**config.mk**
```make
export PLATFORM = sky130hd
export DESIGN_NAME = hdg_descriptor_gen
export DESIGN_NICKNAME = d
export VERILOG_FILES = /design/src/hdg_pkg.sv /design/src/hdg_tbl_if.sv /design/src/hdg_descriptor_gen.sv /design/src/hdg_byte_table.sv
export SDC_FILE = /design/constraint.sdc
export NUM_CORES = 1
export LEC_CHECK = 0
export BUFFER_PORTS_ARGS = -buffer_cell sky130_fd_sc_hd__buf_4
export CORE_MARGIN = 5
export CORE_UTILIZATION = 30
export CTS_CLUSTER_SIZE = 14
export DETAILED_ROUTE_END_ITERATION = 6
export GPL_TIMING_DRIVEN = 1
export PLACE_DENSITY = 0.63
export SYNTH_ARGS = -nofsm -noshare
export SYNTH_HDL_FRONTEND = slang
export SYNTH_HIERARCHICAL = 1
export SYNTH_SLANG_ARGS = --single-unit
```
**constraint.sdc**
```tcl
create_clock -name clk -period 5.2 [get_ports clk]
set_clock_uncertainty 0.15 [all_clocks]
set_input_delay 0.52 -clock clk [delete_from_list [all_inputs] [get_ports clk]]
set_output_delay 0.52 -clock clk [all_outputs]
set_load 0.02 [all_outputs]
```
**src/hdg_pkg.sv**
```systemverilog
package hdg_pkg;

  // ****************************************************************
  // Descriptor kinds
  // ****************************************************************
  typedef enum logic [1:0] {
    HDG_KIND_EP,
    HDG_KIND_IFMTT,
    HDG_KIND_HUB
  } hdg_kind_t;

  localparam int HDG_PORTS = 3;

  // ****************************************************************
  // Descriptor content
  // ****************************************************************
  localparam logic [7:0] EP_LEN = 8'h07;
  localparam logic [7:0] EP_TYPE = 8'h05;
  localparam logic [7:0] EP_ADDR = 8'h81;
  localparam logic [7:0] EP_ATTR = 8'h03;
  localparam logic [15:0] EP_MPS = 16'h0001;
  localparam logic [7:0] EP_INTERVAL = 8'h0c;
  localparam logic [3:0] EP_SIZE = 4'h7;

  localparam logic [7:0] IF_LEN = 8'h09;
  localparam logic [7:0] IF_TYPE = 8'h04;
  localparam logic [7:0] IF_NUM = 8'h00;
  localparam logic [7:0] IF_ALT = 8'h01;
  localparam logic [7:0] IF_NEP = 8'h01;
  localparam logic [7:0] IF_CLASS = 8'h09;
  localparam logic [7:0] IF_SUBCLASS = 8'h00;
  localparam logic [7:0] IF_PROTO_MTT = 8'h02;
  localparam logic [7:0] IF_STRING = 8'h00;
  localparam logic [3:0] IF_SIZE = 4'h9;

  localparam logic [7:0] HUB_LEN = 8'h09;
  localparam logic [7:0] HUB_TYPE = 8'h29;
  localparam logic [7:0] HUB_TYPE_LEGACY = 8'h00;
  localparam logic [3:0] HUB_SIZE_SERVED = 4'h5;

  // ****************************************************************
  // Hub characteristics layout
  // ****************************************************************
  localparam logic [1:0] CHAR_PPS_GANGED = 2'h0;
  localparam logic [1:0] CHAR_PPS_INDIV = 2'h1;
  localparam logic [1:0] CHAR_TT_8FS = 2'h0;
  localparam logic CHAR_NO_INDICATOR = 1'b0;
  localparam logic [7:0] CHAR_HIGH = 8'h00;

  // ****************************************************************
  // Register map and fields
  // ****************************************************************
  localparam logic [7:0] REG_CFG = 8'h00;
  localparam logic [7:0] REG_MASK = 8'h04;
  localparam logic [7:0] REG_STAT = 8'h08;
  localparam logic [7:0] REG_LOAD = 8'h0c;

  localparam int CFG_PSRC_BIT = 0;
  localparam int CFG_PPS_BIT = 1;
  localparam int CFG_COMP_BIT = 2;
  localparam int CFG_OCS_LSB = 3;
  localparam int MASK_SP_LSB = 0;
  localparam int MASK_BP_LSB = 4;
  localparam int STAT_CNT_LSB = 0;
  localparam int STAT_CHAR_LSB = 8;
  localparam int STAT_BUSY_BIT = 24;
  localparam int LOAD_BIT = 0;

  localparam logic RST_PSRC = 1'b1;
  localparam logic RST_PPS = 1'b1;
  localparam logic RST_COMP = 1'b0;
  localparam logic [1:0] RST_OCS = 2'h1;
  localparam logic [3:0] RST_MASK_SP = 4'h0;
  localparam logic [3:0] RST_MASK_BP = 4'h0;

endpackage

```
**src/hdg_tbl_if.sv**
```systemverilog
`timescale 1ns/1ps
interface hdg_tbl_if;
  import hdg_pkg::*;
  hdg_kind_t kind;
  logic [3:0] offset;
  logic [7:0] portCount;
  logic [15:0] hubChar;
  logic [7:0] tblByte;
  logic [3:0] tblSize;

  modport gen (
    output kind,
    output offset,
    output portCount,
    output hubChar,
    input tblByte,
    input tblSize
  );

  modport lookup (
    input kind,
    input offset,
    input portCount,
    input hubChar,
    output tblByte,
    output tblSize
  );
endinterface

```
**src/hdg_descriptor_gen.sv**
```systemverilog
`timescale 1ns/1ps
module hdg_descriptor_gen #(
  parameter int NUM_PORTS = hdg_pkg::HDG_PORTS
) (
  input wire logic clk,
  input wire logic rst_n,
  input wire logic wb_cyc_i,
  input wire logic wb_stb_i,
  input wire logic wb_we_i,
  input wire logic [7:0] wb_adr_i,
  input wire logic [31:0] wb_dat_i,
  input wire logic [3:0] wb_sel_i,
  output logic [31:0] wb_dat_o,
  output logic wb_ack_o,
  input wire logic descReq,
  input wire hdg_pkg::hdg_kind_t descKind,
  input wire logic [7:0] descType,
  input wire logic [15:0] descLen,
  output logic descReady,
  output logic descDone,
  output logic descStall,
  output logic byteValid,
  output logic [7:0] byteData,
  output logic byteLast,
  input wire logic byteReady
);
  import hdg_pkg::*;

  // ****************************************************************
  // Elaboration checks
  // ****************************************************************
  // The bus-powered mask field starts at bit 4, so four ports at most.
  if (NUM_PORTS < 1 || NUM_PORTS > 4) begin : gBadPorts
    $error("NUM_PORTS must lie between 1 and 4");
  end

  typedef enum {
    ST_IDLE,
    ST_LOAD,
    ST_SEND
  } hdg_state_t;

  // ****************************************************************
  // Stored configuration
  // ****************************************************************
  logic powerSourceSelect_ff;
  logic portPowerSwitchMode_ff;
  logic compound_ff;
  logic [1:0] overcurrentSenseMode_ff;
  logic [NUM_PORTS-1:0] selfPoweredPortDisableMask_ff;
  logic [NUM_PORTS-1:0] busPoweredPortDisableMask_ff;

  // ****************************************************************
  // Wishbone slave
  // ****************************************************************
  logic ack_ff;
  logic [31:0] rdData_ff;

  wire busReq = wb_cyc_i & wb_stb_i;
  // Writes land on the edge where the master samples ack high.
  // Every field sits in the low byte lane, so sel[0] alone gates a write.
  wire busWrite = busReq & wb_we_i & ack_ff & wb_sel_i[0];
  wire hitCfg = (wb_adr_i == REG_CFG);
  wire hitMask = (wb_adr_i == REG_MASK);
  wire hitStat = (wb_adr_i == REG_STAT);
  wire hitLoad = (wb_adr_i == REG_LOAD);
  wire wrCfg = busWrite & hitCfg;
  wire wrMask = busWrite & hitMask;
  wire doDefault = busWrite & hitLoad & wb_dat_i[LOAD_BIT];

  always_ff @(posedge clk) begin
    if (!rst_n) begin
      ack_ff <= 1'b0;
    end else begin
      ack_ff <= busReq & ~ack_ff;
    end
  end

  // ****************************************************************
  // Configuration load
  // ****************************************************************
  // Reset and the default command both apply the built-in defaults;
  // the bus writes stand for the serial configuration load.
  always_ff @(posedge clk) begin
    if (!rst_n || doDefault) begin
      powerSourceSelect_ff <= RST_PSRC;
      portPowerSwitchMode_ff <= RST_PPS;
      compound_ff <= RST_COMP;
      overcurrentSenseMode_ff <= RST_OCS;
    end else if (wrCfg) begin
      powerSourceSelect_ff <= wb_dat_i[CFG_PSRC_BIT];
      portPowerSwitchMode_ff <= wb_dat_i[CFG_PPS_BIT];
      compound_ff <= wb_dat_i[CFG_COMP_BIT];
      overcurrentSenseMode_ff <= wb_dat_i[CFG_OCS_LSB +: 2];
    end
  end

  always_ff @(posedge clk) begin
    if (!rst_n || doDefault) begin
      selfPoweredPortDisableMask_ff <= RST_MASK_SP[NUM_PORTS-1:0];
      busPoweredPortDisableMask_ff <= RST_MASK_BP[NUM_PORTS-1:0];
    end else if (wrMask) begin
      selfPoweredPortDisableMask_ff <= wb_dat_i[MASK_SP_LSB +: NUM_PORTS];
      busPoweredPortDisableMask_ff <= wb_dat_i[MASK_BP_LSB +: NUM_PORTS];
    end
  end

  // ****************************************************************
  // Derived hub fields
  // ****************************************************************
  function automatic logic [7:0] countOnes(input logic [NUM_PORTS-1:0] v);
    logic [7:0] n;
    n = 8'h00;
    for (int i = 0; i < NUM_PORTS; i++) begin
      n = n + {7'h00, v[i]};
    end
    return n;
  endfunction

  // Flag 0 selects the bus-powered mask, flag 1 the self-powered one.
  wire [NUM_PORTS-1:0] activeMask = powerSourceSelect_ff ?
      selfPoweredPortDisableMask_ff :
      busPoweredPortDisableMask_ff;
  // Disabled ports are dropped from the count, not renumbered.
  wire [7:0] totalPorts = 8'(NUM_PORTS);
  wire [7:0] portCount = totalPorts - countOnes(activeMask);
  wire [1:0] ppsField = portPowerSwitchMode_ff ?
      CHAR_PPS_INDIV : CHAR_PPS_GANGED;
  // Think time and indicator bits are fixed; only loaded settings vary.
  wire [15:0] hubChar = {
    CHAR_HIGH,
    CHAR_NO_INDICATOR,
    CHAR_TT_8FS,
    overcurrentSenseMode_ff,
    compound_ff,
    ppsField
  };

  // ****************************************************************
  // Register read path
  // ****************************************************************
  logic stateBusy;
  wire [31:0] cfgWord = 32'({overcurrentSenseMode_ff, compound_ff,
      portPowerSwitchMode_ff, powerSourceSelect_ff});
  wire [31:0] maskWord =
      (32'(busPoweredPortDisableMask_ff) << MASK_BP_LSB) |
      (32'(selfPoweredPortDisableMask_ff) << MASK_SP_LSB);
  // Busy tells software that a transfer may be reading the live settings.
  wire [31:0] statWord = (32'(stateBusy) << STAT_BUSY_BIT) |
      (32'(hubChar) << STAT_CHAR_LSB) |
      (32'(portCount) << STAT_CNT_LSB);
  // Unmapped addresses and the load register read as zero.
  wire [31:0] rdMux = hitCfg ? cfgWord :
      hitMask ? maskWord :
      hitStat ? statWord : 32'h0000_0000;

  always_ff @(posedge clk) begin
    if (!rst_n) begin
      rdData_ff <= 32'h0000_0000;
    end else if (busReq & ~ack_ff) begin
      rdData_ff <= rdMux;
    end
  end

  assign wb_ack_o = ack_ff;
  assign wb_dat_o = rdData_ff;

  // ****************************************************************
  // Descriptor table
  // ****************************************************************
  // The table holds no state; all sequencing stays in this module.
  hdg_tbl_if tblBus ();

  hdg_byte_table uTable (
    .tbl(tblBus.lookup)
  );

  hdg_state_t state_ff;
  hdg_state_t nxt_state;
  hdg_kind_t kind_ff;
  logic [3:0] offset_ff;
  logic [15:0] remain_ff;
  logic byteValid_ff;
  logic [7:0] byteData_ff;
  logic byteLast_ff;
  logic done_ff;
  logic stall_ff;

  assign tblBus.kind = (state_ff == ST_IDLE) ? descKind : kind_ff;
  assign tblBus.offset = offset_ff;
  assign tblBus.portCount = portCount;
  assign tblBus.hubChar = hubChar;

  // ****************************************************************
  // Request decode
  // ****************************************************************
  // The table size does not depend on offset, so it is read with the
  // incoming kind before the request is stored.
  wire hubTypeOk = (descType == HUB_TYPE) ||
      (descType == HUB_TYPE_LEGACY);
  wire reqBad = (descKind == HDG_KIND_HUB) ? ~hubTypeOk :
      ~((descKind == HDG_KIND_EP) || (descKind == HDG_KIND_IFMTT));
  wire [15:0] reqSize = 16'(tblBus.tblSize);
  wire [15:0] reqCount = (descLen < reqSize) ? descLen : reqSize;
  // Requests that arrive while busy are dropped, not queued.
  wire take = descReq & (state_ff == ST_IDLE);
  wire takeGood = take & ~reqBad & (reqCount != 16'h0000);
  wire takeEmpty = take & ~reqBad & (reqCount == 16'h0000);
  wire handshake = byteValid_ff & byteReady;
  wire lastSent = handshake & byteLast_ff;

  assign descReady = (state_ff == ST_IDLE);
  assign stateBusy = (state_ff != ST_IDLE);

  // ****************************************************************
  // Sequencer
  // ****************************************************************
  always_comb begin
    nxt_state = state_ff;
    case (state_ff)
      ST_IDLE: begin
        if (takeGood) begin
          nxt_state = ST_LOAD;
        end
      end
      ST_LOAD: begin
        nxt_state = ST_SEND;
      end
      ST_SEND: begin
        if (lastSent) begin
          nxt_state = ST_IDLE;
        end else if (handshake) begin
          nxt_state = ST_LOAD;
        end
      end
      default: begin
        nxt_state = ST_IDLE;
      end
    endcase
  end

  always_ff @(posedge clk) begin
    if (!rst_n) begin
      state_ff <= ST_IDLE;
    end else begin
      state_ff <= nxt_state;
    end
  end

  always_ff @(posedge clk) begin
    if (!rst_n) begin
      kind_ff <= HDG_KIND_EP;
      offset_ff <= 4'h0;
      remain_ff <= 16'h0000;
    end else if (takeGood) begin
      kind_ff <= descKind;
      offset_ff <= 4'h0;
      remain_ff <= reqCount;
    end else if (handshake) begin
      offset_ff <= offset_ff + 4'h1;
      remain_ff <= remain_ff - 16'h0001;
    end
  end

  // ****************************************************************
  // Byte output
  // ****************************************************************
  // Each byte costs a load cycle; enumeration traffic is slow, so the
  // simpler registered path was preferred over a prefetch.
  always_ff @(posedge clk) begin
    if (!rst_n) begin
      byteValid_ff <= 1'b0;
      byteData_ff <= 8'h00;
      byteLast_ff <= 1'b0;
    end else if (state_ff == ST_LOAD) begin
      byteValid_ff <= 1'b1;
      byteData_ff <= tblBus.tblByte;
      byteLast_ff <= (remain_ff == 16'h0001);
    end else if (handshake) begin
      byteValid_ff <= 1'b0;
      byteLast_ff <= 1'b0;
    end
  end

  // A zero-length request ends at once, with no byte on the port.
  always_ff @(posedge clk) begin
    if (!rst_n) begin
      done_ff <= 1'b0;
      stall_ff <= 1'b0;
    end else begin
      done_ff <= lastSent | takeEmpty;
      stall_ff <= take & reqBad;
    end
  end

  assign byteValid = byteValid_ff;
  assign byteData = byteData_ff;
  assign byteLast = byteLast_ff;
  assign descDone = done_ff;
  assign descStall = stall_ff;

endmodule

```
**src/hdg_byte_table.sv**
```systemverilog
`timescale 1ns/1ps
module hdg_byte_table (
  hdg_tbl_if.lookup tbl
);
  import hdg_pkg::*;

  // ****************************************************************
  // Byte lookup per descriptor kind and offset
  // ****************************************************************
  always_comb begin
    tbl.tblByte = 8'h00;
    tbl.tblSize = 4'h0;
    case (tbl.kind)
      HDG_KIND_EP: begin
        tbl.tblSize = EP_SIZE;
        case (tbl.offset)
          4'h0: tbl.tblByte = EP_LEN;
          4'h1: tbl.tblByte = EP_TYPE;
          4'h2: tbl.tblByte = EP_ADDR;
          4'h3: tbl.tblByte = EP_ATTR;
          4'h4: tbl.tblByte = EP_MPS[7:0];
          4'h5: tbl.tblByte = EP_MPS[15:8];
          4'h6: tbl.tblByte = EP_INTERVAL;
          default: tbl.tblByte = 8'h00;
        endcase
      end
      HDG_KIND_IFMTT: begin
        tbl.tblSize = IF_SIZE;
        case (tbl.offset)
          4'h0: tbl.tblByte = IF_LEN;
          4'h1: tbl.tblByte = IF_TYPE;
          4'h2: tbl.tblByte = IF_NUM;
          4'h3: tbl.tblByte = IF_ALT;
          4'h4: tbl.tblByte = IF_NEP;
          4'h5: tbl.tblByte = IF_CLASS;
          4'h6: tbl.tblByte = IF_SUBCLASS;
          4'h7: tbl.tblByte = IF_PROTO_MTT;
          4'h8: tbl.tblByte = IF_STRING;
          default: tbl.tblByte = 8'h00;
        endcase
      end
      HDG_KIND_HUB: begin
        tbl.tblSize = HUB_SIZE_SERVED;
        case (tbl.offset)
          4'h0: tbl.tblByte = HUB_LEN;
          4'h1: tbl.tblByte = HUB_TYPE;
          4'h2: tbl.tblByte = tbl.portCount;
          4'h3: tbl.tblByte = tbl.hubChar[7:0];
          4'h4: tbl.tblByte = tbl.hubChar[15:8];
          default: tbl.tblByte = 8'h00;
        endcase
      end
      default: begin
        tbl.tblByte = 8'h00;
        tbl.tblSize = 4'h0;
      end
    endcase
  end
endmodule

```
==> impl_metrics.yaml <==
timing:
  final_max_slew_viol_count: 0
  totalNegativeSetupSlack_ps: 0
  grt_setup_unrepaired: "false"
  final_worst_path_cycle_share_pct: 66.7
  min_period_ps: 3470
  timing_worst_slew_pin_value_ps: 814
  maxClockFrequency_ghz: 0.288
  max-slew-margin-rel_pct: 45.4
  setup_viol: 0
  final_hold_viol_count: 0
drt:
  drt-pass1-iter-count: 5
  initialDrtViolationCount: 121
  antenna_violating_nets_post_route: 0
  via_per_inst: 4.80
  wirelength_um: 8570
  route.vias.total: 3134
  post-route-drc-count: 0
  routedWlPerCell_um: 13.1
grt:
  global_route.overflow_total: 0
  grt_start_max_net_pins: 26
  initial_antenna_violation_count: 0
  grt_usage_pct: 12.8
  grt_pass1_vias: 3036
  wire_length_of_the_first_global_routing_pass_um: 14000
die:
  core-area_mm2: 0.0113
  chipWidth_um: 117
  floorplan.initialDensity_pct: 30.4
  floorplan.die_area_mm2: 0.0137
  pin_count: 123
  die_h_um: 117
  core.rowCount: 39
critical_path:
  critPathTopFamily: "simple AND/OR/NAND/NOR gates"
  worstPathBufferInverterCount: 1
  timing.critical_path.fanout_max: 16
  startpoint_type: "flop"
  critPathCaptureType: "flop"
  worst_path_max_delay_cell: "mux2_2"
  critical_path_class: "flop to flop"
  timing.critical_path.required_ps: 5250
  timing.critical_path.cells: "nor2_1 -> mux2_2 -> nor2_1 -> inv_1 -> ha_1 -> a211oi_1 -> nand4_1 -> a21oi_1 -> o211ai_2 -> nand2_4 -> nor2_1"
  max_stage_delay_ps: 500
  crit_top_cell: "nor2_1"
  crit_arrival_ps: 3530
min_path:
  worst_min_delay_path_category: "primary input to flop"
logic_synthesis:
  edff_count_synth: 0
  post_synth_design_cell_area_mm2: 0.00344
  synth.most_common_cell: "dfxtp_1"
  yosys.cell_types.count: 55
  postSynthAreaPerCell_um2: 8.07
  yosysWarnings: 6
  asyncSetResetFlopFracSynth_pct: 0
  synth_top_area_cell: "dfxtp_1"
  synth.top_cells.by_count: "60 x dfxtp_1, 55 x nor2_1, 50 x nand2_1"
  post-synth-top-area-fraction_pct: 34.9
  leading_register_cell_type_out_of_synthesis: "dfxtp_1"
  synthTopCellsByArea: "dfxtp_1 35%, nor2_1 6.0%, nand2_1 5.5%, buf_4 4.4%, mux2i_1 3.8%"
  synth_seq_area_share_pct: 34.9
  synth.ff_latch_count: 60
  syn_inst: 426
placement:
  dpl.cell_count: 637
  gp_routability_congestion: 0.834
  dp_hpwl_um: 6470
  port_buffers: 74
  placedInstanceArea_mm2: 0.00404
layout:
  final_area_mm2: 0.00440
  post_route_cells_drive_above_1_share_pct: 21.6
  final_util_pct: 38.8
  nets: 593
  flow.area_growth_from_synthesis_pct: 27.8
  instances_no_fill: 653
  num_antenna_cells: 0
clocking:
  tritoncts: "yes"
  post_cts_buffers: 0
  cts_root_buffer: "clkbuf_16"
  numCtsBuffers: 9
  numClockSinks: 60
  clk_pin_slew_ps: 50
  cts_repair_resize_count: 0
  clock_tree_buf_depth: 2
  cts.htree.levels: 3
  hold_bufs_inserted_after_cts: 0
  clkLatencyLatePin_ps: 320
pwr:
  power_density_of_the_placed_cells_mw_per_mm2: 300
  vdd_ir_drop_max_mv: 0.118
  totalPowerFinal_mw: 1.32
  cellLeakagePower_nw: 1.84
run:
  drv_cap: 0
outcome:
  run_status: "finished clean"
-- sequential cells by signal, indices dropped and copies added, names as in the netlist --
name	flops
byteLast	1
powerSourceSelect_ff	1
offset_ff	4
descStall	1
descDone	1
wb_ack_o	1
byteData	8
compound_ff	1
selfPoweredPortDisableMask_ff	3
state_ff	2
remain_ff	16
overcurrentSenseMode_ff	2
busPoweredPortDisableMask_ff	3
kind_ff	2
byteValid	1
wb_dat_o	12
portPowerSwitchMode_ff	1
-- cell families after synthesis --
group	share of synthesized area (%)
AOI/OAI and AO/OA	14.7
xor gates and xnor gates	4.84
adders and majority gates	4.22
buffers and inverters	9.68
DFF	34.9
muxes	6.73
other	0.109
and+or+nand+nor	24.7
-- layout by cell type, fill, tap and decap left out, types with 3 or more instances in the layout --
cell and n:
bufinv_16 3, xnor2_1 12, mux2_2 9, nor3_1 9, nor2_1 55, o21ai_0 8, a22oi_1 10, nand4_1 3
or4_1 5, nand2b_1 5, nand2_1 50, ha_1 10, nor4_1 6, inv_1 15, a211o_1 4, a21oi_1 22
conb_1 38, xor2_1 7, o21ai_1 4, and2_1 4, a211oi_1 5, clkbuf_16 9, and3_1 6, buf_4 74
a21boi_0 4, nand3b_1 3, nand3_1 21, nor2b_1 3, dfxtp_1 60, mux2i_1 13
-- through the flow --
step / worst slack, ps / hold WS (ps)
5_1_grt: 1430 / 299
3_3_place_gp: 1840 / 291
2_1_floorplan: 1970 / 284
3_5_place_dp: 1720 / 294
6_report: 1730 / 282
4_1_cts: 1710 / 274
-- worst reg2reg max path, stage by stage, from the launching register on --
cell and delay, ps:
dfxtp_1 350, nor2_1 310, mux2_2 500, nor2_1 240, inv_1 70, ha_1 290
a211oi_1 210, nand4_1 170, a21oi_1 350, o211ai_2 340, nand2_4 290, nor2_1 90
-- routing by layer --
metal	vias up	global-route usage [%]	share of wire (%)	wire (µm)
li1	1567	-	-	-
met4	0	3.52	0.69	59
met1	1428	16.3	45	3830
met2	133	20.4	43	3720
met5	-	0	0	0
met3	6	4.78	11	952
-- path summary, 6_finish.rpt --
| kind | startpoint | endpoint | slack, ps | cells after the start |
|---|---|---|---|---|
| worst max-delay path | state_ff[1]$_SDFFE_PN0P_ | remain_ff[14]$_SDFFE_PN0P_ | 1730 | 11 |
| worst min-delay path | wb_dat_i[6] | busPoweredPortDisableMask_ff[2]$_SDFFE_PP0P_ | 280 | 3 |
| worst max register to register | state_ff[1]$_SDFFE_PN0P_ | remain_ff[14]$_SDFFE_PN0P_ | 1730 | 11 |
| worst min register to register | byteData[1]$_SDFFE_PN0P_ | byteData[1]$_SDFFE_PN0P_ | 300 | 2 |
-- area by class of cell --
| cell class | count | area, µm² |
|---|---|---|
| sequential | 60 | 1200 |
| clock buffer | 12 | 256 |
| timing repair buffer | 74 | 556 |
| tap | 143 | 179 |
| inverter | 16 | 60.1 |
| multi-input combinational | 344 | 2050 |
| clock inverter | 4 | 95.1 |
| fill | 1169 | 6930 |
-- power breakdown --
part	internal, mW	switching, mW	total, mW
Combinational	0.0613	0.0852	0.146
Sequential	0.469	0.00794	0.477
Clock	0.493	0.204	0.697
(Power assumes the default switching activity.)
